<file path="src/verilog/spirap_pkg.sv">
// Package for the serial register access port: command layout, address
// policy limits, register map facts and buffer sizes.
// Assumes a single 20 MHz system clock domain for all users.
`default_nettype none
package spirap_pkg;
  localparam int CLK_PERIOD_NS = 50;
  localparam int BYTE_BITS     = 8;
  localparam int REG_NUM_BITS  = 5;

  // Command byte fields
  localparam int CMD_ADDR_MSB = 7;
  localparam int CMD_ADDR_LSB = 3;
  localparam int CMD_ZERO_BIT = 2;
  localparam int CMD_DIR_BIT  = 1;
  localparam int CMD_ACK_BIT  = 0;

  // Address pointer policy
  localparam logic [4:0] REG_FIFO_LAST  = 5'h04;
  localparam logic [4:0] REG_FREEZE_MID = 5'h14;
  localparam logic [4:0] REG_LAST       = 5'h1f;

  // Mode bits held locally so the port can follow them
  localparam logic [4:0] REG_PINCTL      = 5'h11;
  localparam int         PINCTL_FDUP_BIT = 4;
  localparam logic [4:0] REG_MODE        = 5'h1b;
  localparam int         MODE_HOST_BIT   = 0;

  // Registers with a function in each mode (bit n = register n)
  localparam logic [31:0] PERIPH_USED_MASK = 32'h09ff_ffff;
  localparam logic [31:0] HOST_USED_MASK   = 32'hffef_e01f;

  // Values after reset
  localparam logic       RST_FULL_DUPLEX = 1'b0;
  localparam logic       RST_HOST_MODE   = 1'b0;
  localparam logic [7:0] RST_BYTE        = 8'h00;
  localparam logic [2:0] RST_BIT_COUNT   = 3'h0;

  // Write buffer
  localparam int WRBUF_DEPTH = 32;
  localparam int WRBUF_WIDTH = REG_NUM_BITS + BYTE_BITS;

  typedef enum logic [1:0] {
    SPI_IDLE,
    SPI_CMD,
    SPI_DATA
  } spirap_state_t;
endpackage
`default_nettype wire

</file>
<file path="src/verilog/spirap_core.sv">
// Serial register access port: slave front end that turns serial frames
// into register reads and buffered register writes, plus its write FIFO.
// Assumes a register file on clk_sys that answers reads combinationally.
`timescale 1ns/10ps
`default_nettype none

module spirap_fifo #(
  parameter int WIDTH = spirap_pkg::WRBUF_WIDTH,
  parameter int DEPTH = spirap_pkg::WRBUF_DEPTH
) (
  input  wire logic             clk_sys,
  input  wire logic             reset_n,
  input  wire logic             inValid,
  output logic                  inReady,
  input  wire logic [WIDTH-1:0] inData,
  output logic                  outValid,
  input  wire logic             outReady,
  output logic      [WIDTH-1:0] outData
);
  localparam int AW = $clog2(DEPTH);
  logic [WIDTH-1:0] mem [DEPTH];
  logic [AW:0]      wrPtr_q;
  logic [AW:0]      rdPtr_q;
  wire              full;
  wire              empty;
  wire              doPush;
  wire              doPop;

  assign empty    = (wrPtr_q == rdPtr_q);
  assign full     = (wrPtr_q[AW-1:0] == rdPtr_q[AW-1:0]) && !empty;
  assign inReady  = !full;
  assign outValid = !empty;
  assign doPush   = inValid && !full;
  assign doPop    = outReady && !empty;
  assign outData  = mem[rdPtr_q[AW-1:0]];

  always_ff @(posedge clk_sys) begin
    if (doPush) begin
      mem[wrPtr_q[AW-1:0]] <= inData;
    end
  end

  always_ff @(posedge clk_sys or negedge reset_n) begin
    if (!reset_n) begin
      wrPtr_q <= '0;
      rdPtr_q <= '0;
    end else begin
      wrPtr_q <= doPush ? wrPtr_q + 1'b1 : wrPtr_q;
      rdPtr_q <= doPop ? rdPtr_q + 1'b1 : rdPtr_q;
    end
  end
endmodule

// Behaviour
// Master opens each access with one command byte, then data bytes.
// Command and data bytes travel most significant bit first both ways.
// Command bits 7..3 pick register 0 to 31 as plain binary.
// Direction bit 1 writes following bytes, 0 reads them.
// Peripheral mode: set acknowledge flag sets stall register acknowledge bit.
// Master sets acknowledge flag only after finishing a control transfer.
// Host mode ignores the acknowledge flag entirely.
// Full duplex: eight status bits go out during the command byte.
// Half duplex: no status during command; status only via registers.
// Registers 0 to 4 freeze the pointer for the whole frame.
// Registers 5 to 19 advance the pointer by one per byte.
// Pointer reaching register 20 stays there for the frame.
// Registers 21 to 31 advance, holding at 31.
// Registers without function in current mode read as zero.
// Master avoids writing ones into unused bits.
// Setting host bit of register 27 switches to host operation.
// Peripheral mode offers 26 registers, host mode 23, same addressing.
// Command: register bits 7..3, zero bit 2, direction 1, acknowledge 0.
// Select low frames a transfer; high ignores clock, output undriven.
// Sample input on rising clock edge, change output on falling.
// Half duplex keeps serial output undriven; data line returns reads.
// Pointer loads from each command byte; policy applies per frame.
module spirap_core #(
  parameter logic [31:0] HOST_REGS = spirap_pkg::HOST_USED_MASK,
  parameter int          FIFO_DEPTH = spirap_pkg::WRBUF_DEPTH
) (
  input  wire logic       clk_sys,
  input  wire logic       reset_n,
  input  wire logic       spiClk,
  input  wire logic       selectN,
  input  wire logic       mosiIn,
  output logic            mosiOut,
  output logic            mosiOeN,
  output logic            misoOut,
  output logic            misoOeN,
  input  wire logic [7:0] usbStatus,
  output logic      [4:0] rdAddr,
  input  wire logic [7:0] rdData,
  output logic            rdStrobe,
  output logic            wrValid,
  input  wire logic       wrReady,
  output logic      [4:0] wrAddr,
  output logic      [7:0] wrData,
  output logic            wrOverflow,
  output logic            ackStatSet,
  output logic            hostMode,
  output logic            fullDuplex
);
  logic                      sclkS1_q, sclkS2_q, sclkS3_q;
  logic                      selS1_q, selS2_q, selS3_q;
  logic                      mosiS1_q, mosiS2_q;
  spirap_pkg::spirap_state_t state_q;
  logic [2:0]                bitCnt_q;
  logic [7:0]                rxShift_q;
  logic [7:0]                txShift_q;
  logic [4:0]                ptr_q;
  logic                      dirWr_q;
  logic                      host_q;
  logic                      fdup_q;
  logic                      rdStb_q;
  logic                      ack_q;
  logic                      ovf_q;

  wire       selected;
  wire       ssFall;
  wire       ssRise;
  wire       sclkRise;
  wire       sclkFall;
  wire       byteDone;
  wire [7:0] rxByte;
  wire       cmdDone;
  wire       dataDone;
  wire       pushValid;
  wire       fifoInReady;
  wire       rdLoad;
  wire [31:0] usedMask;
  wire       regUsed;
  wire [7:0] rdMasked;
  wire [4:0] ptrNext;
  wire [12:0] fifoOut;
  wire [4:0] cmdAddr;
  wire       hostBitIn;

  function automatic logic [4:0] nextPtr(input logic [4:0] p);
    if (p <= spirap_pkg::REG_FIFO_LAST) begin
      nextPtr = p;
    end else if (p == spirap_pkg::REG_FREEZE_MID) begin
      nextPtr = p;
    end else if (p == spirap_pkg::REG_LAST) begin
      nextPtr = p;
    end else begin
      nextPtr = p + 5'h01;
    end
  endfunction

  // Pin synchronisers; first stages feed only second stages
  always_ff @(posedge clk_sys or negedge reset_n) begin
    if (!reset_n) begin
      {sclkS1_q, sclkS2_q, sclkS3_q} <= 3'h0;
      {selS1_q, selS2_q, selS3_q}    <= 3'h7;
      {mosiS1_q, mosiS2_q}           <= 2'h0;
    end else begin
      {sclkS1_q, sclkS2_q, sclkS3_q} <= {spiClk, sclkS1_q, sclkS2_q};
      {selS1_q, selS2_q, selS3_q}    <= {selectN, selS1_q, selS2_q};
      {mosiS1_q, mosiS2_q}           <= {mosiIn, mosiS1_q};
    end
  end

  assign selected  = !selS2_q;
  assign ssFall    = !selS2_q && selS3_q;
  assign ssRise    = selS2_q && !selS3_q;
  assign sclkRise  = selected && !selS3_q && sclkS2_q && !sclkS3_q;
  assign sclkFall  = selected && !selS3_q && !sclkS2_q && sclkS3_q;
  assign byteDone  = sclkRise && (bitCnt_q == 3'h7);
  assign rxByte    = {rxShift_q[6:0], mosiS2_q};
  assign cmdDone   = byteDone && (state_q == spirap_pkg::SPI_CMD);
  assign dataDone  = byteDone && (state_q == spirap_pkg::SPI_DATA);
  assign pushValid = dataDone && dirWr_q;
  assign rdLoad    = sclkFall && (bitCnt_q == 3'h0)
                     && (state_q == spirap_pkg::SPI_DATA) && !dirWr_q;
  assign usedMask  = host_q ? HOST_REGS : spirap_pkg::PERIPH_USED_MASK;
  assign regUsed   = usedMask[ptr_q];
  assign rdMasked  = regUsed ? rdData : spirap_pkg::RST_BYTE;
  assign ptrNext   = nextPtr(ptr_q);
  assign cmdAddr   = rxByte[spirap_pkg::CMD_ADDR_MSB:spirap_pkg::CMD_ADDR_LSB];
  assign hostBitIn = rxByte[spirap_pkg::MODE_HOST_BIT];

  always_ff @(posedge clk_sys or negedge reset_n) begin
    if (!reset_n) begin
      state_q <= spirap_pkg::SPI_IDLE;
    end else if (ssRise || !selected) begin
      state_q <= spirap_pkg::SPI_IDLE;
    end else if (ssFall) begin
      state_q <= spirap_pkg::SPI_CMD;
    end else if (cmdDone) begin
      state_q <= spirap_pkg::SPI_DATA;
    end
  end

  always_ff @(posedge clk_sys or negedge reset_n) begin
    if (!reset_n) begin
      bitCnt_q  <= spirap_pkg::RST_BIT_COUNT;
      rxShift_q <= spirap_pkg::RST_BYTE;
    end else if (ssFall) begin
      bitCnt_q  <= spirap_pkg::RST_BIT_COUNT;
    end else if (sclkRise) begin
      bitCnt_q  <= bitCnt_q + 3'h1;
      rxShift_q <= rxByte;
    end
  end

  // Command byte loads the pointer; each data byte moves it by policy
  always_ff @(posedge clk_sys or negedge reset_n) begin
    if (!reset_n) begin
      ptr_q   <= 5'h00;
      dirWr_q <= 1'b0;
    end else if (cmdDone) begin
      ptr_q   <= cmdAddr;
      dirWr_q <= rxByte[spirap_pkg::CMD_DIR_BIT];
    end else if (dataDone) begin
      ptr_q   <= ptrNext;
    end
  end

  always_ff @(posedge clk_sys or negedge reset_n) begin
    if (!reset_n) begin
      txShift_q <= spirap_pkg::RST_BYTE;
    end else if (ssFall) begin
      txShift_q <= fdup_q ? usbStatus : spirap_pkg::RST_BYTE;
    end else if (rdLoad) begin
      txShift_q <= rdMasked;
    end else if (sclkFall) begin
      txShift_q <= {txShift_q[6:0], 1'b0};
    end
  end

  always_ff @(posedge clk_sys or negedge reset_n) begin
    if (!reset_n) begin
      ack_q   <= 1'b0;
      rdStb_q <= 1'b0;
    end else begin
      ack_q   <= cmdDone && rxByte[spirap_pkg::CMD_ACK_BIT] && !host_q;
      rdStb_q <= rdLoad;
    end
  end

  // Mode bits mirrored from writes so the port follows them at once
  always_ff @(posedge clk_sys or negedge reset_n) begin
    if (!reset_n) begin
      host_q <= spirap_pkg::RST_HOST_MODE;
      fdup_q <= spirap_pkg::RST_FULL_DUPLEX;
    end else if (pushValid && ptr_q == spirap_pkg::REG_MODE) begin
      host_q <= hostBitIn;
    end else if (pushValid && ptr_q == spirap_pkg::REG_PINCTL) begin
      fdup_q <= rxByte[spirap_pkg::PINCTL_FDUP_BIT];
    end
  end

  // Overflow stays until the next frame begins
  always_ff @(posedge clk_sys or negedge reset_n) begin
    if (!reset_n) begin
      ovf_q <= 1'b0;
    end else if (pushValid && !fifoInReady) begin
      ovf_q <= 1'b1;
    end else if (ssFall) begin
      ovf_q <= 1'b0;
    end
  end

  spirap_fifo #(
    .WIDTH (spirap_pkg::WRBUF_WIDTH),
    .DEPTH (FIFO_DEPTH)
  ) u_wrbuf (
    .clk_sys  (clk_sys),
    .reset_n  (reset_n),
    .inValid  (pushValid),
    .inReady  (fifoInReady),
    .inData   ({ptr_q, rxByte}),
    .outValid (wrValid),
    .outReady (wrReady),
    .outData  (fifoOut)
  );

  assign wrAddr     = fifoOut[12:8];
  assign wrData     = fifoOut[7:0];
  assign wrOverflow = ovf_q;
  assign rdAddr     = ptr_q;
  assign rdStrobe   = rdStb_q;
  assign ackStatSet = ack_q;
  assign hostMode   = host_q;
  assign fullDuplex = fdup_q;
  assign misoOut    = txShift_q[7];
  assign mosiOut    = txShift_q[7];
  assign misoOeN    = !(selected && fdup_q);
  assign mosiOeN    = !(selected && !fdup_q && !dirWr_q
                        && state_q == spirap_pkg::SPI_DATA);

  AST_ADDR_LOAD: assert property (@(posedge clk_sys) disable iff (!reset_n)
    cmdDone |=> ptr_q == $past(cmdAddr))
    else $error("pointer not loaded from command");
  AST_ACK_PERIPH: assert property (@(posedge clk_sys) disable iff (!reset_n)
    (cmdDone && rxByte[0] && !host_q) |=> ackStatSet ##1 !ackStatSet)
    else $error("acknowledge pulse missing");
  AST_ACK_HOST: assert property (@(posedge clk_sys) disable iff (!reset_n)
    (cmdDone && host_q) |=> !ackStatSet)
    else $error("acknowledge raised in host mode");
  AST_FIFO_FREEZE: assert property (@(posedge clk_sys) disable iff (!reset_n)
    (dataDone && ptr_q <= 5'h04) |=> $stable(ptr_q))
    else $error("fifo pointer moved");
  AST_INCR_LOW: assert property (@(posedge clk_sys) disable iff (!reset_n)
    (dataDone && ptr_q >= 5'h05 && ptr_q <= 5'h13) |=> ptr_q == $past(ptr_q) + 5'h01)
    else $error("pointer did not advance");
  AST_HOLD_20: assert property (@(posedge clk_sys) disable iff (!reset_n)
    (dataDone && ptr_q == 5'h14) |=> ptr_q == 5'h14)
    else $error("pointer left register 20");
  AST_HIGH_RANGE: assert property (@(posedge clk_sys) disable iff (!reset_n)
    (dataDone && ptr_q >= 5'h15) |=> ptr_q == (($past(ptr_q) == 5'h1f) ? 5'h1f
                                              : $past(ptr_q) + 5'h01))
    else $error("pointer wrong above 20");
  AST_STATUS_FD: assert property (@(posedge clk_sys) disable iff (!reset_n)
    (ssFall && fdup_q) |=> txShift_q == $past(usbStatus) && !misoOeN)
    else $error("status not presented");
  AST_STATUS_HD: assert property (@(posedge clk_sys) disable iff (!reset_n)
    (ssFall && !fdup_q) |=> txShift_q == 8'h00 && misoOeN)
    else $error("status shifted in half duplex");
  AST_IDLE_HIZ: assert property (@(posedge clk_sys) disable iff (!reset_n)
    !selected |-> misoOeN && mosiOeN && state_q == spirap_pkg::SPI_IDLE || ssRise)
    else $error("pins driven while deselected");
  AST_UNUSED_ZERO: assert property (@(posedge clk_sys) disable iff (!reset_n)
    (rdLoad && !regUsed) |=> txShift_q == 8'h00 ##1 rdStrobe == 1'b0)
    else $error("unused register read nonzero");
  AST_HOST_SEL: assert property (@(posedge clk_sys) disable iff (!reset_n)
    (pushValid && ptr_q == 5'h1b) |=> hostMode == $past(hostBitIn))
    else $error("host bit not taken");
  AST_HALF_MISO: assert property (@(posedge clk_sys) disable iff (!reset_n)
    !fdup_q |-> misoOeN)
    else $error("serial output driven in half duplex");
endmodule
`default_nettype wire

</file>
<file path="config.mk">
export PLATFORM = sky130hd
export DESIGN_NAME = spirap_core
export DESIGN_NICKNAME = d
export VERILOG_FILES = /design/src/verilog/spirap_pkg.sv /design/src/verilog/spirap_core.sv
export SDC_FILE = /design/constraint.sdc
export NUM_CORES = 1
export LEC_CHECK = 0
export BUFFER_PORTS_ARGS = -buffer_cell sky130_fd_sc_hd__buf_2
export CAP_MARGIN = 20
export CORE_ASPECT_RATIO = 0.6
export CORE_MARGIN = 4
export CORE_UTILIZATION = 40
export DETAILED_ROUTE_END_ITERATION = 10
export PLACE_DENSITY = 0.64
export SLEW_MARGIN = 10
export SYNTH_ARGS = -nofsm -noshare
export SYNTH_HDL_FRONTEND = slang
export SYNTH_SLANG_ARGS = --single-unit
</file>
<file path="constraint.sdc">
create_clock -name clk_sys -period 4 [get_ports clk_sys]
set_clock_uncertainty 0.15 [all_clocks]
set_input_delay 0.4 -clock clk_sys [delete_from_list [all_inputs] [get_ports clk_sys]]
set_output_delay 0.4 -clock clk_sys [all_outputs]
set_load 0.03 [all_outputs]
</file>
---- Word level (Yosys, flattened, before mapping) ----
Memory sizes are Yosys's and may differ from the RTL's.
Cells that the tools add are included.
operators by class
  $add $sub $neg .......................... 4
  magnitude comparators ................... 2
  equality and inequality tests ........... 12
  muxes and demuxes ....................... 22
  bitwise gates (word level) .............. 2
  reductions and logical operators ........ 47
operator list
  kind                                                                               number
  8-bit two-way mux                                                                  5
  32-bit two-way mux                                                                 1
  1-bit logical AND                                                                  26
  5-bit two-way mux                                                                  5
  5-bit equality test (second input constant)                                        4
  6-bit by 1-bit adder with 6-bit output (second input constant)                     2
  1-bit zero test                                                                    11
  6-bit equality test                                                                1
  5-bit by 6-bit less-than comparator with 1-bit output (second input constant)      1
  2-bit two-way mux                                                                  3
  3-bit two-way mux                                                                  2
  2-bit != test (second input constant)                                              3
  2-bit nonzero test                                                                 3
  3-bit nonzero test                                                                 2
  5-bit by 1-bit adder with 5-bit output (second input constant)                     1
  1-bit binary-select mux with 5-bit select                                          1
  5-bit equality test                                                                1
  5-bit by 3-bit less-or-equal comparator with 1-bit output (second input constant)  1
  1-bit two-way mux                                                                  5
  2-bit AND reduction                                                                2
  4-bit AND reduction                                                                1
  3-bit by 1-bit adder with 3-bit output (second input constant)                     1
  3-bit equality test (second input constant)                                        1
  3-bit zero test                                                                    1
  4 further kinds                                                                    5
storage, ports and cells
  register bits after elaboration ......... 51
  memory bits (writable) .................. 416
  bits of input ports ..................... 22
  memories ................................ 1
memories
  memory       depth  bits a word  read ports  clocked after memory_dff  write ports  line               RTL
  u_wrbuf.mem  32     13           1           0                         1            spirap_core.sv:21  logic [WIDTH-1:0] mem [DEPTH];

---- Logic depth before layout (Yosys ltp) ----
Gate-level depths: netlist of the first run.
  word-level depth ........................ 10
  depth in mapped cells ................... 8
  depth with buffers taken out ............ 7

---- By module ----
Synthesis of the first run repeated with hierarchy kept, for this count alone.
unflattened totals
  cells, all modules ...................... 1192
  area total of the unflattened synthesis .. 18886.9 µm²
modules (own cells, without submodules)
  module       times used  cells an instance  area each (µm²)  seq. area each (µm²)
  spirap_fifo  1           986                16867.4          12792.3
  spirap_core  1           206                2019.4           979.7

---- Worst setup path before layout of the first run ----
OpenSTA, ideal clock, no wires.
  path type ............................... register -> register
  start point ............................. register ptr_q[0] (netlist: rdAddr[0])
  end point ............................... register ptr_q[3] (netlist: rdAddr[3])
  library setup time ...................... 126 ps
  arrival time ............................ 2511 ps
  data required time ...................... 3724 ps
  path slack .............................. 1213 ps
  cell stages (with the launch flop) ...... 8
  buffers on the path ..................... 1
  clock period less this slack ............ 2787 ps
  cells stage by stage .................... dfrtp_1 ha_1 and3_1 ha_1 or4_1 buf_2 mux2i_1 a221o_1
on the way
  longest elaborated chain between the ends .. 6
  elaborated cells on any way between the ends .. 13
RTL lines
  what                                    line                RTL
  start: declaration                      spirap_core.sv:110  logic [4:0] ptr_q;
  start signal: assignment                spirap_core.sv:212  ptr_q <= cmdAddr;
  start signal: assignment                spirap_core.sv:215  ptr_q <= ptrNext;
  5-bit by 1-bit adder with 5-bit output  spirap_core.sv:146  nextPtr = p + 5'h01;
  5-bit two-way mux                       spirap_core.sv:143  end else if (p == spirap_pkg::REG_LAST) begin
  5-bit two-way mux                       spirap_core.sv:141  end else if (p == spirap_pkg::REG_FREEZE_MID) begin
  5-bit two-way mux                       spirap_core.sv:139  if (p <= spirap_pkg::REG_FIFO_LAST) begin
  5-bit two-way mux                       spirap_core.sv:214  end else if (dataDone) begin
  5-bit two-way mux                       spirap_core.sv:211  end else if (cmdDone) begin
Parallel ways exist; a longest one is shown, timed or not. The select of a mux whose other input is x is not followed.
A chain may end at the register's enable or synchronous reset.

---- Worst setup path in the final report of the first run ----
  start point ............................. register u_wrbuf.rdPtr_q[2]
  end point ............................... output wrData[3]
on the way
  longest elaborated chain between the ends .. 1
RTL lines
  what                      line               RTL
  start: declaration        spirap_core.sv:23  logic [AW:0] rdPtr_q;
  start signal: assignment  spirap_core.sv:49  rdPtr_q <= doPop ? rdPtr_q + 1'b1 : rdPtr_q;
  memory read 32 x 13 bit   --
  end: declaration          spirap_core.sv:97  output logic [7:0] wrData,
Every way passes these cells.

==> results of run 1 <==
-- metrics by stage --
step	total power [mW]	cells	hold WS [ns]	utilization [%]	setup WS [ns]
final	9.909	1820	0.02198	47.30	0.1857
after floorplan	5.758	1050	-0.04559	-	1.213
after detailed placement	5.971	1729	0.1864	43.92	0.5890
after global placement	5.956	1729	0.1850	43.92	0.5695
after CTS	9.982	1818	0.0001353	47.19	0.007217
after global routing	10.22	1820	0.01467	47.30	0.002405
-- cell families (layout without fill, tap and decap cells) --
group | after synthesis | after routing | synth area share, %
DFF | 467 | 467 | 74.19
and+or+nand+nor | 179 | 179 | 5.156
AOI/OAI and AO/OA | 162 | 162 | 6.201
muxes | 142 | 142 | 11.23
buffers and inverters | 71 | 221 | 1.618
xor gates and xnor gates | 17 | 17 | 0.8020
adders and majority gates | 12 | 12 | 0.8088
-- state kept, by name (all words and copies together) (netlist names), 2 cells and up --
signal / count
bitCnt_q: 3
rdAddr: 5
rxShift_q: 7
state_q: 2
txShift_q: 8
u_wrbuf.mem: 416
u_wrbuf.rdPtr_q: 6
u_wrbuf.wrPtr_q: 6
-- worst max path at each step --
| stage | cells after the start | slack [ns] | end | start |
|---|---|---|---|---|
| 2_1_floorplan | 6 | 1.21 | wrAddr[0] | u_wrbuf.rdPtr_q[0]$_DFFE_PN0P_ |
| 3_3_place_gp | 7 | 0.57 | wrAddr[0] | u_wrbuf.rdPtr_q[1]$_DFFE_PN0P_ |
| 3_5_place_dp | 7 | 0.59 | wrAddr[0] | u_wrbuf.rdPtr_q[1]$_DFFE_PN0P_ |
| 4_1_cts | 5 | 0.007 | wrAddr[0] | u_wrbuf.rdPtr_q[0]$_DFFE_PN0P_ |
| 5_1_grt | 6 | 0.002 | wrAddr[0] | u_wrbuf.rdPtr_q[0]$_DFFE_PN0P_ |
| 6_report | 7 | 0.19 | wrData[3] | u_wrbuf.rdPtr_q[2]$_DFFE_PN0P_ |
-- what timing repair did --
action | in CTS | in global routing
gates resized for setup | 1 | 1
hold endpoints to repair | 58 | 0
buffers inserted | 0 | 1
endpoints found under the setup margin | 1 | 5
cloned | 0 | 0
hold buffers | 11 | 0
-- worst max-delay path: cells and delay by family, from the launching register on --
kind,cells,cell delay (ns)
and+or+nand+nor,2,0.89
AOI/OAI and AO/OA,2,0.57
DFF,1,0.60
buffers and inverters,3,0.63
-- final cells by class --
class / count / share of cell area [%]
timing repair buffer: 134 / 4.574
multi-input combinational: 512 / 21.02
clock inverter: 23 / 1.109
tap: 620 / 3.617
sequential: 467 / 64.25
clock buffer: 55 / 5.274
inverter: 9 / 0.1575
-- power breakdown --
part	internal (mW)	switching, mW	leakage [nW]
registers	5.48	0.0818	4.44
clock network	2.27	1.76	0.664
logic	0.0735	0.238	1.92
total	7.83	2.08	7.02
-- cell usage after synthesis, types with 8 or more instances --
| master | count |
|---|---|
| and3_1 | 8 |
| a211oi_1 | 27 |
| clkbuf_1 | 32 |
| a31oi_1 | 17 |
| nor2b_1 | 31 |
| buf_1 | 12 |
| a22o_1 | 13 |
| nand2_1 | 26 |
| dfrtp_1 | 48 |
| ha_1 | 12 |
| mux4_2 | 52 |
| edfxtp_1 | 416 |
| mux2_2 | 10 |
| nor3_1 | 16 |
| inv_1 | 9 |
| a2111oi_0 | 13 |
| nand3_1 | 22 |
| nor2_1 | 45 |
| mux2i_1 | 80 |
| buf_2 | 15 |
| a22oi_1 | 39 |
| xnor2_1 | 11 |
| a21oi_1 | 29 |
-- placed cells by master, fill, tap and decap left out, types with 9 or more instances in the layout --
cell type / n
ha_1: 12
nor2_1: 44
a22o_1: 13
nand3_1: 22
dlygate4sd3_1: 11
edfxtp_1: 416
nor2b_1: 29
mux4_2: 52
nor3_1: 16
a2111oi_0: 11
a21oi_1: 29
mux2_2: 10
nand2_1: 26
inv_1: 9
a31oi_1: 17
buf_4: 69
mux2i_1: 80
a211oi_1: 27
buf_2: 49
xnor2_1: 11
clkbuf_16: 43
dfrtp_1: 46
a22oi_1: 39
clkbuf_1: 11
-- routing by layer --
metal | GRT usage [%] | wire length [um]
met1 | 27.79 | 20680
met2 | 24.01 | 18340
met3 | 3.546 | 3537
met4 | 3.246 | 620
met5 | 0 | 0
==> key figures, run 1 <==
Worst setup path
  • WP data arrival: between 3 and 4 ns
  • Max FO, Critical Path: 12
  • Setup crit start kind: flip-flop
  • CP max stage cell: nor2b_2
  • Crit-path most repeated cell: buf_4
  • CP peak stage delay: approximately 0.7 ns
  • Setup Crit Path Kind: reg -> out
  • Worst EP required: ~3.5 ns
  • CP endpoint kind: output pin
  • RR Startpoint: u_wrbuf.rdPtr_q[1]$_DFFE_PN0P_
  • Reg-to-reg endpoint: u_wrbuf.mem[6][7]$_DFFE_PP_
  • Worst-path cell chain: nor2b_2, buf_4, buf_4, a21oi_1, a31oi_1, nand3_1, buf_2
  • R2r worst-path depth: 7
  • R2r setup slk: between 0.7 and 0.8 ns

Synthesis
  • Mapped Cells: approximately 1,100
  • Ranking of synthesized cells by area: edfxtp_1 67%, dfrtp_1 6.5%, mux4_2 6.3%, mux2i_1 4.3%, a22oi_1 1.6%
  • Seq/Total Area, Yosys: about 74%
  • Synth area leader: edfxtp_1
  • Post-synth EDFFs: 416
  • Share of the synthesized area in the top cell type: about two thirds
  • Synth Warn #: 0
  • Async SR Flop Fraction: between 10 and 15%
  • Post-synth top flop: edfxtp_1
  • Library cells used by synthesis: 54
  • Synthesized net count: around 1,100
  • Post-Syn Area: roughly 19,000 um^2
  • Syn avg cell area: 17.68 um^2
  • Post-synthesis register bit count: roughly 470

Clocking
  • # H-tree levels: 2
  • Sink Count: around 470
  • CTS tree: done
  • Clock transition at path regs: approximately 0.060 ns
  • TritonCTS Buffers: 42
  • Root Driver: clkbuf_16
  • Clock latency on the worst-skew pair: ~0.55 ns
  • CTS max path bufs: 3

Finish
  • Seq. cell area: 13,780 um^2
  • Fill cells: about 3,800
  • ANT cells: 0
  • Share of cells above drive strength 1: 21.67%
  • Finished Cell Area: between 20,000 and 25,000 um^2
  • Fin nets: 1,200
  • Multi-input logic area: roughly 4500 um^2
  • Area grow syn2layout: 15.52%

Worst hold path
  • Hold Crit Class: in -> reg
  • Hold path cells: 3
  • Hold Crit Start: rdData[4]
  • Hold EP: txShift_q[4]$_DFFE_PN0P_

Routing
  • Antenna-violating nets left: 0
  • Pre-antenna DRT Iters: 7
  • Via-to-Cell Ratio: around 5.5
  • Via count: approximately 10,000
  • # DRC: 0
  • DR WL/cell: roughly 24 um
  • Total wire length: 43,190 um
  • Iter 0 DRT Violations: 1,036

STA
  • Final Hold Violating Endpoints: 0
  • Final Cycle Share: between 90 and 100%
  • Total negative setup slack: 0 ns
  • Fin. max-slew vios: 0
  • Minimum clock period: between 3 and 4 ns
  • RSZ-0062 raised after global routing: false
  • Final setup viols: 0
  • Relative max-transition margin: ~25%
  • Slew @ Worst Pin: approximately 1.1 ns
  • Fmax: between 200 and 300 MHz

Global routing
  • GR Overflow Total: 0
  • GRT Total Usage: approximately 17%
  • First-pass GRT wire length: ~64,000 um
  • Initial antenna violation count: 0
  • Pin count of the biggest net entering global routing: 53
  • Vias in the first global route: 9,652

Run
  • Max_cap viols: 0

Pwr
  • Leak Pwr: 7.019 nW
  • PwrDens: approximately 460 nW/um^2
  • Peak supply drop: 0.2419 mV

Floorplanning
  • Area of the die: roughly 50,000 um^2
  • Core footprint: 45,340 um^2
  • Die height: 174.9 um
  • Die Span X: ~290 um
  • Ports: 50
  • Row count: 60
  • Starting density of the core: 40.94%

Placement
  • PortBufs: between 40 and 50
  • Placement Cell Area: about 20,000 um^2
  • HPWL after DPL: around 27,000 um
  • RePlAce Congestion: roughly 0.84

Status
  • Outcome: finished, final reports clean
Power figures use the tool's default switching activity.
==> inputs of run 2 (changes only) <==
--- a/config.mk
+++ b/config.mk
@@ -13,5 +13,4 @@
 export DETAILED_ROUTE_END_ITERATION = 10
 export PLACE_DENSITY = 0.64
-export SLEW_MARGIN = 10
 export SYNTH_ARGS = -nofsm -noshare
 export SYNTH_HDL_FRONTEND = slang
==> constraint.sdc (replaced) <==
create_clock -name clk_sys -period 4 [get_ports clk_sys]
set_clock_uncertainty 0.15 [all_clocks]
set_input_delay 0.8 -clock clk_sys [delete_from_list [all_inputs] [get_ports clk_sys]]
set_output_delay 0.8 -clock clk_sys [all_outputs]
set_load 0.03 [all_outputs]
==> run 2 against run 1 <==
  * Combinational power hardly changed
  * Routed wire length is 2.2% higher
  * Final area shrank 0.13%
  * Sequential share of layout area is 0.088 points higher
  * Non-clock buffer count is 15 lower
  * Critical path type unchanged
  * Critical endpoint is now wrAddr[0]
  * Largest cell class unchanged
  * Largest power group unchanged
==> key figures, run 2 (synthesized netlist as in run 1, its figures left out) <==
Status
  • Outcome: finished, final reports clean

Worst setup path
  • WP data arrival: 2.90 ns (-0.36 ns)
  • Setup crit start kind: flip-flop
  • Setup Crit Path Kind: reg -> out
  • Worst EP required: 3.05 ns (-0.40 ns)
  • Max FO, Critical Path: 13 (+1)
  • CP endpoint kind: output pin

Routing
  • Via count: 10,060 (+0.060%)
  • # DRC: 0 (unchanged)
  • Iter 0 DRT Violations: 1,205 (+16%)
  • Pre-antenna DRT Iters: 5 (-2)
  • Antenna-violating nets left: 0 (unchanged)
  • Via-to-Cell Ratio: 5.565 (+0.78%)
  • DR WL/cell: 24.43 um (+3.0%)
  • Total wire length: 44,150 um (+2.2%)

Clocking
  • # H-tree levels: 2 (unchanged)
  • Clock transition at path regs: 0.07 ns (about the same)
  • Clock latency on the worst-skew pair: 0.56 ns (about the same)
  • Sink Count: 467 (unchanged)
  • TritonCTS Buffers: 44 (+4.8%)
  • CTS tree: done
  • Setup bufs post-CTS: 0 (unchanged)
  • Root Driver: clkbuf_16
  • CTS max path bufs: 3 (unchanged)
  • Hold_buf cts: 0 (-11)

Global routing
  • GR Overflow Total: 0 (unchanged)
  • Vias in the first global route: 9,732 (+0.83%)
  • Pin count of the biggest net entering global routing: 50 (-5.7%)
  • First-pass GRT wire length: 65,660 um (+2.1%)
  • Initial antenna violation count: 0 (unchanged)
  • GRT Total Usage: 17.50% (+0.32 points)

STA
  • Minimum clock period: 3.851 ns (+0.03681 ns)
  • Slew @ Worst Pin: 0.8451 ns (-0.2745 ns)
  • Fin. max-slew vios: 0 (unchanged)
  • Fmax: 259.7 MHz (-0.96%)
  • Relative max-transition margin: 43.51% (+18 points)
  • Final Cycle Share: 96.28% (+0.92 points)
  • Final setup viols: 0 (unchanged)
  • Final Hold Violating Endpoints: 0 (unchanged)
  • RSZ-0062 raised after global routing: false
  • Total negative setup slack: 0 ns (unchanged)

Finish
  • Area grow syn2layout: 15.37%
  • Max FFs per register: 416 (unchanged)
  • Fin nets: 1,187 (-1.1%)
  • Share of cells above drive strength 1: 22.33% (+0.66 points)
  • Most frequent cells in the layout: 416 x edfxtp_1, 80 x mux2i_1, 62 x buf_4, 52 x mux4_2, 49 x buf_2
  • Commonest non-fill, non-tap cell in the layout: edfxtp_1
  • ANT cells: 0 (unchanged)
  • Fill cells: 3,869 (+1.0%)

Floorplanning
  • Row count: 60 (unchanged)
  • Die Span X: 286.1 um (unchanged)
  • Core footprint: 45,340 um^2 (unchanged)
  • Die height: 174.9 um (unchanged)
  • Ports: 50 (unchanged)
  • Starting density of the core: 40.94% (unchanged)
  • Area of the die: 50,030 um^2 (unchanged)

Run
  • Max_cap viols: 0 (unchanged)

Pwr
  • PwrDens: 472.1 nW/um^2 (+2.2%)
  • Final Total Pwr: 10.11 mW (+2.0%)
  • Peak supply drop: 0.3164 mV (+31%)
  • Leak Pwr: 6.988 nW (-0.45%)

Placement
  • PortBufs: 49 (unchanged)
  • RePlAce Congestion: 0.7984 (-5.0%)
  • HPWL after DPL: 27,430 um (+2.0%)

Worst hold path
  • Hold Crit Class: in -> async
==> run 2: changes by cell type in the layout (fill, tap and decap cells not counted), moves of 2 or more <==
cell,delta
dlygate4sd3_1,-11
buf_4,-7
clkbuf_1,-5
clkbuf_16,+3
buf_6,+2
clkinv_4,+2
clkinvlp_4,+2
==> run 2: repair_timing <==
| action | CTS | global route |
|---|---|---|
| setup endpoints to repair | 1 | 6 |
| cloned | 0 | 0 |
| resized for setup | 2 | 1 |
==> run 2: where the power goes <==
group	total, mW	leakage [nW]	internal (mW)	switching (mW)
Clock	4.24	0.703	2.43	1.81
Combinational	0.309	1.85	0.0814	0.227
Sequential	5.57	4.43	5.48	0.0849
Total	10.1	6.99	7.99	2.12
==> run 2: area by class of cell <==
cell class | instances | area, um^2 | area share [%]
tap | 620 | 775.7 | 3.622
inverter | 9 | 33.78 | 0.1577
clock inverter | 28 | 285.3 | 1.332
clock buffer | 52 | 1174 | 5.480
timing repair buffer | 119 | 860.8 | 4.019
sequential | 467 | 13780 | 64.34
multi-input combinational | 512 | 4508 | 21.05
==> run 2: through the flow <==
stage | util, % | instances | setup WS, ns | area [um^2] | hold slack [ns]
floorplan | - | 1050 | 0.8133 | 18560 | 0.1812
global placement | 43.92 | 1725 | 0.5272 | 19910 | 0.1859
detailed placement | 44.00 | 1727 | 0.4280 | 19950 | 0.1847
CTS | 47.23 | 1807 | 0.01080 | 21410 | 0.1528
global route | 47.24 | 1807 | 0.01384 | 21420 | 0.1708
finish | 47.24 | 1807 | 0.1489 | 21420 | 0.1373
==> run 2: critical path, cell delays in order (launching register included) <==
cell       delay (ns)
dfrtp_1          0.54
nand2_2          0.30
buf_4            0.27
a211oi_1         0.09
a2111oi_1        0.65
a31oi_1          0.10
nand3_1          0.17
buf_2            0.22
==> run 2: path summary, 6_finish.rpt <==
kind	end	from	cells after the start	slack, ns
setup reg to reg	u_wrbuf.mem[21][1]$_DFFE_PP_	selS2_q$_DFF_PN1_	6	0.90
hold / removal	sclkS1_q$_DFF_PN0_	reset_n	1	0.14
min in group clk_sys	selS1_q$_DFF_PN1_	selectN	1	0.19
setup / recovery	wrAddr[0]	u_wrbuf.rdPtr_q[2]$_DFFE_PN0P_	7	0.15
hold reg to reg	sclkS2_q$_DFF_PN0_	sclkS1_q$_DFF_PN0_	0	0.20
max in group asynchronous	u_wrbuf.rdPtr_q[1]$_DFFE_PN0P_	reset_n	2	2.71
==> run 2: metal layers <==
metal	vias up	GRT usage, %	wire length (um)
li1	4414	-	-
met3	47	4.576	3868
met5	-	0	0
met4	0	3.370	651
met1	5206	27.01	20520
met2	389	25.16	19110
==> inputs of run 3 (changes only) <==
Settings changed: SYNTH_HIERARCHICAL set to 1.
Clock period 4 ns to 4.2 ns, I/O delays scaled along.
==> run 3 against run 2 <==
  * Synthesized cell count up 14%
  * Largest power group unchanged
  * Register-to-register slack improved by 0.18 ns
  * Sequential power shrank 5.9%
  * Largest cell class unchanged
  * Cell count is 8.2% higher
  * Critical path depth down 1
  * Critical path type unchanged
  * Synthesized area up 1.7%
  * Routed wire length up 6.9%
  * Worst hold slack better by 0.061 ns
  * Power fell by 7.8%
  * Combinational power fell by 9.7%
==> key figures, run 3 <==
Global routing
  • Met2 usage: 25.00% (-0.16 points)
  • Met1 Usage GRT: 29.11% (+2.1 points)
  • Vias in the first global route: 10,240 (+5.2%)
  • GR Overflow Total: 0 (unchanged)
  • Initial antenna violation count: 0 (unchanged)
  • GRT Total Usage: 18.50% (+1.0 points)
  • GR peak layer: met1
  • Met3 usage: 5.987% (+1.4 points)
  • First-pass GRT wire length: 69,670 um (+6.1%)
  • Pin count of the biggest net entering global routing: 46 (-8.0%)

Worst setup path
  • Worst-path cell chain: and2_2, buf_4, a21oi_1, nand3_1, nand4_1, buf_2
  • Levels on crit path: 6 (-1)
  • CP endpoint kind: output pin
  • Crit path from: u_wrbuf/rdPtr_q[0]$_DFFE_PN0P_
  • Max FO, Critical Path: 30 (+17)
  • R2r worst-path depth: 7 (+1)
  • Setup Crit Path Kind: reg -> out
  • Setup crit start kind: flip-flop
  • Worst EP required: 3.21 ns (+0.16 ns)
  • CP peak stage delay: 0.68 ns (+0.03 ns)
  • CP max stage cell: and2_2
  • CP top delay family: simple AND/OR/NAND/NOR gates
  • Reg-to-reg endpoint: u_wrbuf/mem[13][10]$_DFFE_PP_
  • R2r setup slk: 1.08 ns (+0.18 ns)
  • WP data arrival: 3.01 ns (+0.11 ns)
  • RR Startpoint: u_wrbuf/rdPtr_q[1]$_DFFE_PN0P_
  • CP Buf/Inv Count: 2 (unchanged)

Clocking
  • Clock transition at path regs: 0.06 ns (about the same)
  • Root Driver: clkbuf_16
  • Clock latency on the worst-skew pair: 0.56 ns (about the same)
  • Hold_buf cts: 0 (unchanged)
  • CTS max path bufs: 3 (unchanged)
  • # resized after CTS: 0 (-2)
  • TritonCTS Buffers: 45 (+2.3%)
  • Sink Count: 467 (unchanged)
  • Setup bufs post-CTS: 0 (unchanged)
  • # H-tree levels: 2 (unchanged)
  • CTS tree: done

Routing
  • Pre-antenna DRT Iters: 5 (unchanged)
  • Total wire length: 47,200 um (+6.9%)
  • # DRC: 0 (unchanged)
  • DR WL/cell: 24.14 um (-1.2%)
  • Via count: 10,820 (+7.6%)
  • Iter 0 DRT Violations: 1,241 (+3.0%)
  • Via-to-Cell Ratio: 5.535 (-0.55%)
  • Antenna-violating nets left: 0 (unchanged)

STA
  • Relative max-transition margin: 34.76% (-8.8 points)
  • Fin. max-slew vios: 0 (unchanged)
  • Fmax: approximately 250 MHz
  • Final worst slack: 0.2011 ns (+0.05224 ns)
  • Total negative setup slack: 0 ns (unchanged)
  • Final hold slack: 0.1984 ns (+0.06109 ns)
  • Minimum clock period: 3.999 ns
  • RSZ-0062 raised after global routing: false
  • Final setup viols: 0 (unchanged)
  • Slew @ Worst Pin: 0.9750 ns (+0.1299 ns)
  • Final Cycle Share: approximately 95%
  • Final Hold Violating Endpoints: 0 (unchanged)

Placement
  • PortBufs: 49 (unchanged)
  • Placement Cell Area: 20,230 um^2 (+1.4%)
  • RePlAce Congestion: 0.8375 (+4.9%)
  • HPWL after DPL: 29,750 um (+8.5%)
  • Dpl ws: 0.8160 ns (+0.3880 ns)

Synthesis
  • Mapped Cells: 1,192 (+14%)
  • Synth Warn #: 6 (+6)
  • Share of the synthesized area in the top cell type: 66.14% (-1.2 points)
  • Post-synthesis register bit count: 467 (unchanged)
  • Post-Syn Area: 18,890 um^2 (+1.7%)
  • Post-synth top flop: edfxtp_1
  • Synth area leader: edfxtp_1
  • Seq/Total Area, Yosys: 72.92% (-1.3 points)
  • Post-synth EDFFs: 416 (unchanged)
  • Syn avg cell area: 15.84 um^2 (-10%)
  • Most common cell in the netlist: edfxtp_1
  • Ranking of synthesized cells by area: edfxtp_1 66%, mux2i_1 11%, dfrtp_1 6.4%, a22oi_1 3.1%, nand3_1 1.8%
  • Library cells used by synthesis: 53 (-1.9%)
  • Async SR Flop Fraction: 10.92% (unchanged)
  • Synthesized net count: 1,226 (+13%)
  • Top cells by count, synth: 416 x edfxtp_1, 208 x mux2i_1, 78 x a22oi_1

Floorplanning
  • Starting density of the core: 40.63% (-0.31 points)
  • Die height: 176.3 um (+0.83%)
  • Row count: 61 (+1.7%)
  • Core footprint: 46,480 um^2 (+2.5%)
  • Ports: 50 (unchanged)
  • Die Span X: 288.5 um (+0.84%)
  • Area of the die: 50,870 um^2 (+1.7%)

Finish
  • Fill cells: 3,968 (+2.6%)
  • Share of cells above drive strength 1: 15.47% (-6.9 points)
  • Fin nets: 1,323 (+11%)
  • Seq. cell area: 13,780 um^2 (about the same)
  • Most frequent cells in the layout: 416 x edfxtp_1, 208 x mux2i_1, 78 x a22oi_1, 68 x nand2_1, 67 x nand3_1
  • Commonest non-fill, non-tap cell in the layout: edfxtp_1
  • Max FFs per register: 416 (unchanged)
  • Area grow syn2layout: 14.38%
  • Multi-input logic area: 4772 um^2 (+5.9%)
  • Finished Cell Area: 21,600 um^2 (+0.86%)
  • ANT cells: 0 (unchanged)

Status
  • Outcome: finished, final reports clean

Pwr
  • Leak Pwr: 6.937 nW (-0.72%)
  • Peak supply drop: 0.2607 mV (-18%)
  • PwrDens: 431.6 nW/um^2 (-8.6%)

Worst hold path
  • Hold Crit Class: in -> async

Run
  • Max_cap viols: 0 (unchanged)
## run 3: how the worst max path moves through the flow
stage,endpoint,slack [ns]
final,wrAddr[3],0.20
after global routing,wrAddr[3],0.03
after CTS,wrAddr[3],0.19
after detailed placement,wrAddr[3],0.82
after global placement,wrAddr[3],0.83
after floorplan,rdAddr[2]$_DFFE_PN0P_,1.60
## run 3: kinds of logic after synthesis
logic type	Yosys count	share of synthesized area [%]
XOR/XNOR	16	0.7419
multiplexers	216	11.50
AND/OR/NAND/NOR	250	6.611
buffers and inverters	82	1.941
AO/OA/AOI/OAI	149	5.492
flip-flops	467	72.92
adder cells (fa/ha/maj)	12	0.7949
## run 3: stage by stage
| stage | std cells | utilization [%] | total power [mW] |
|---|---|---|---|
| finish | 1955 | 46.48 | 9.324 |
| global route | 1955 | 46.48 | 9.635 |
| CTS | 1955 | 46.48 | 9.403 |
| detailed placement | 1872 | 43.52 | 5.613 |
| global placement | 1872 | 43.52 | 5.599 |
| floorplan | 1192 | - | 5.430 |
## run 3: cell type report
class,instances,share of cell area [%]
Clock buffer,57,5.520
Clock inverter,26,0.8283
Inverter,13,0.2259
Multi-Input combinational cell,643,22.09
Sequential cell,467,63.77
Tap cell,630,3.649
Timing Repair Buffer,119,3.915
## run 3: layer usage
| metal | part of all wire [%] | wire length (um) | vias up |
|---|---|---|---|
| met4 | 1.5 | 700 | 0 |
| met5 | 0 | 0 | - |
| li1 | - | - | 4823 |
| met3 | 11 | 4971 | 58 |
| met2 | 41 | 19310 | 445 |
| met1 | 47 | 22210 | 5494 |
## run 3: report_power, final
| part | leakage [nW] | total (mW) | internal [mW] | switching, mW |
|---|---|---|---|---|
| Clock | 0.674 | 3.81 | 2.09 | 1.72 |
| Combinational | 1.82 | 0.279 | 0.0559 | 0.223 |
| Sequential | 4.44 | 5.24 | 5.19 | 0.0483 |
| Total | 6.94 | 9.32 | 7.33 | 1.99 |
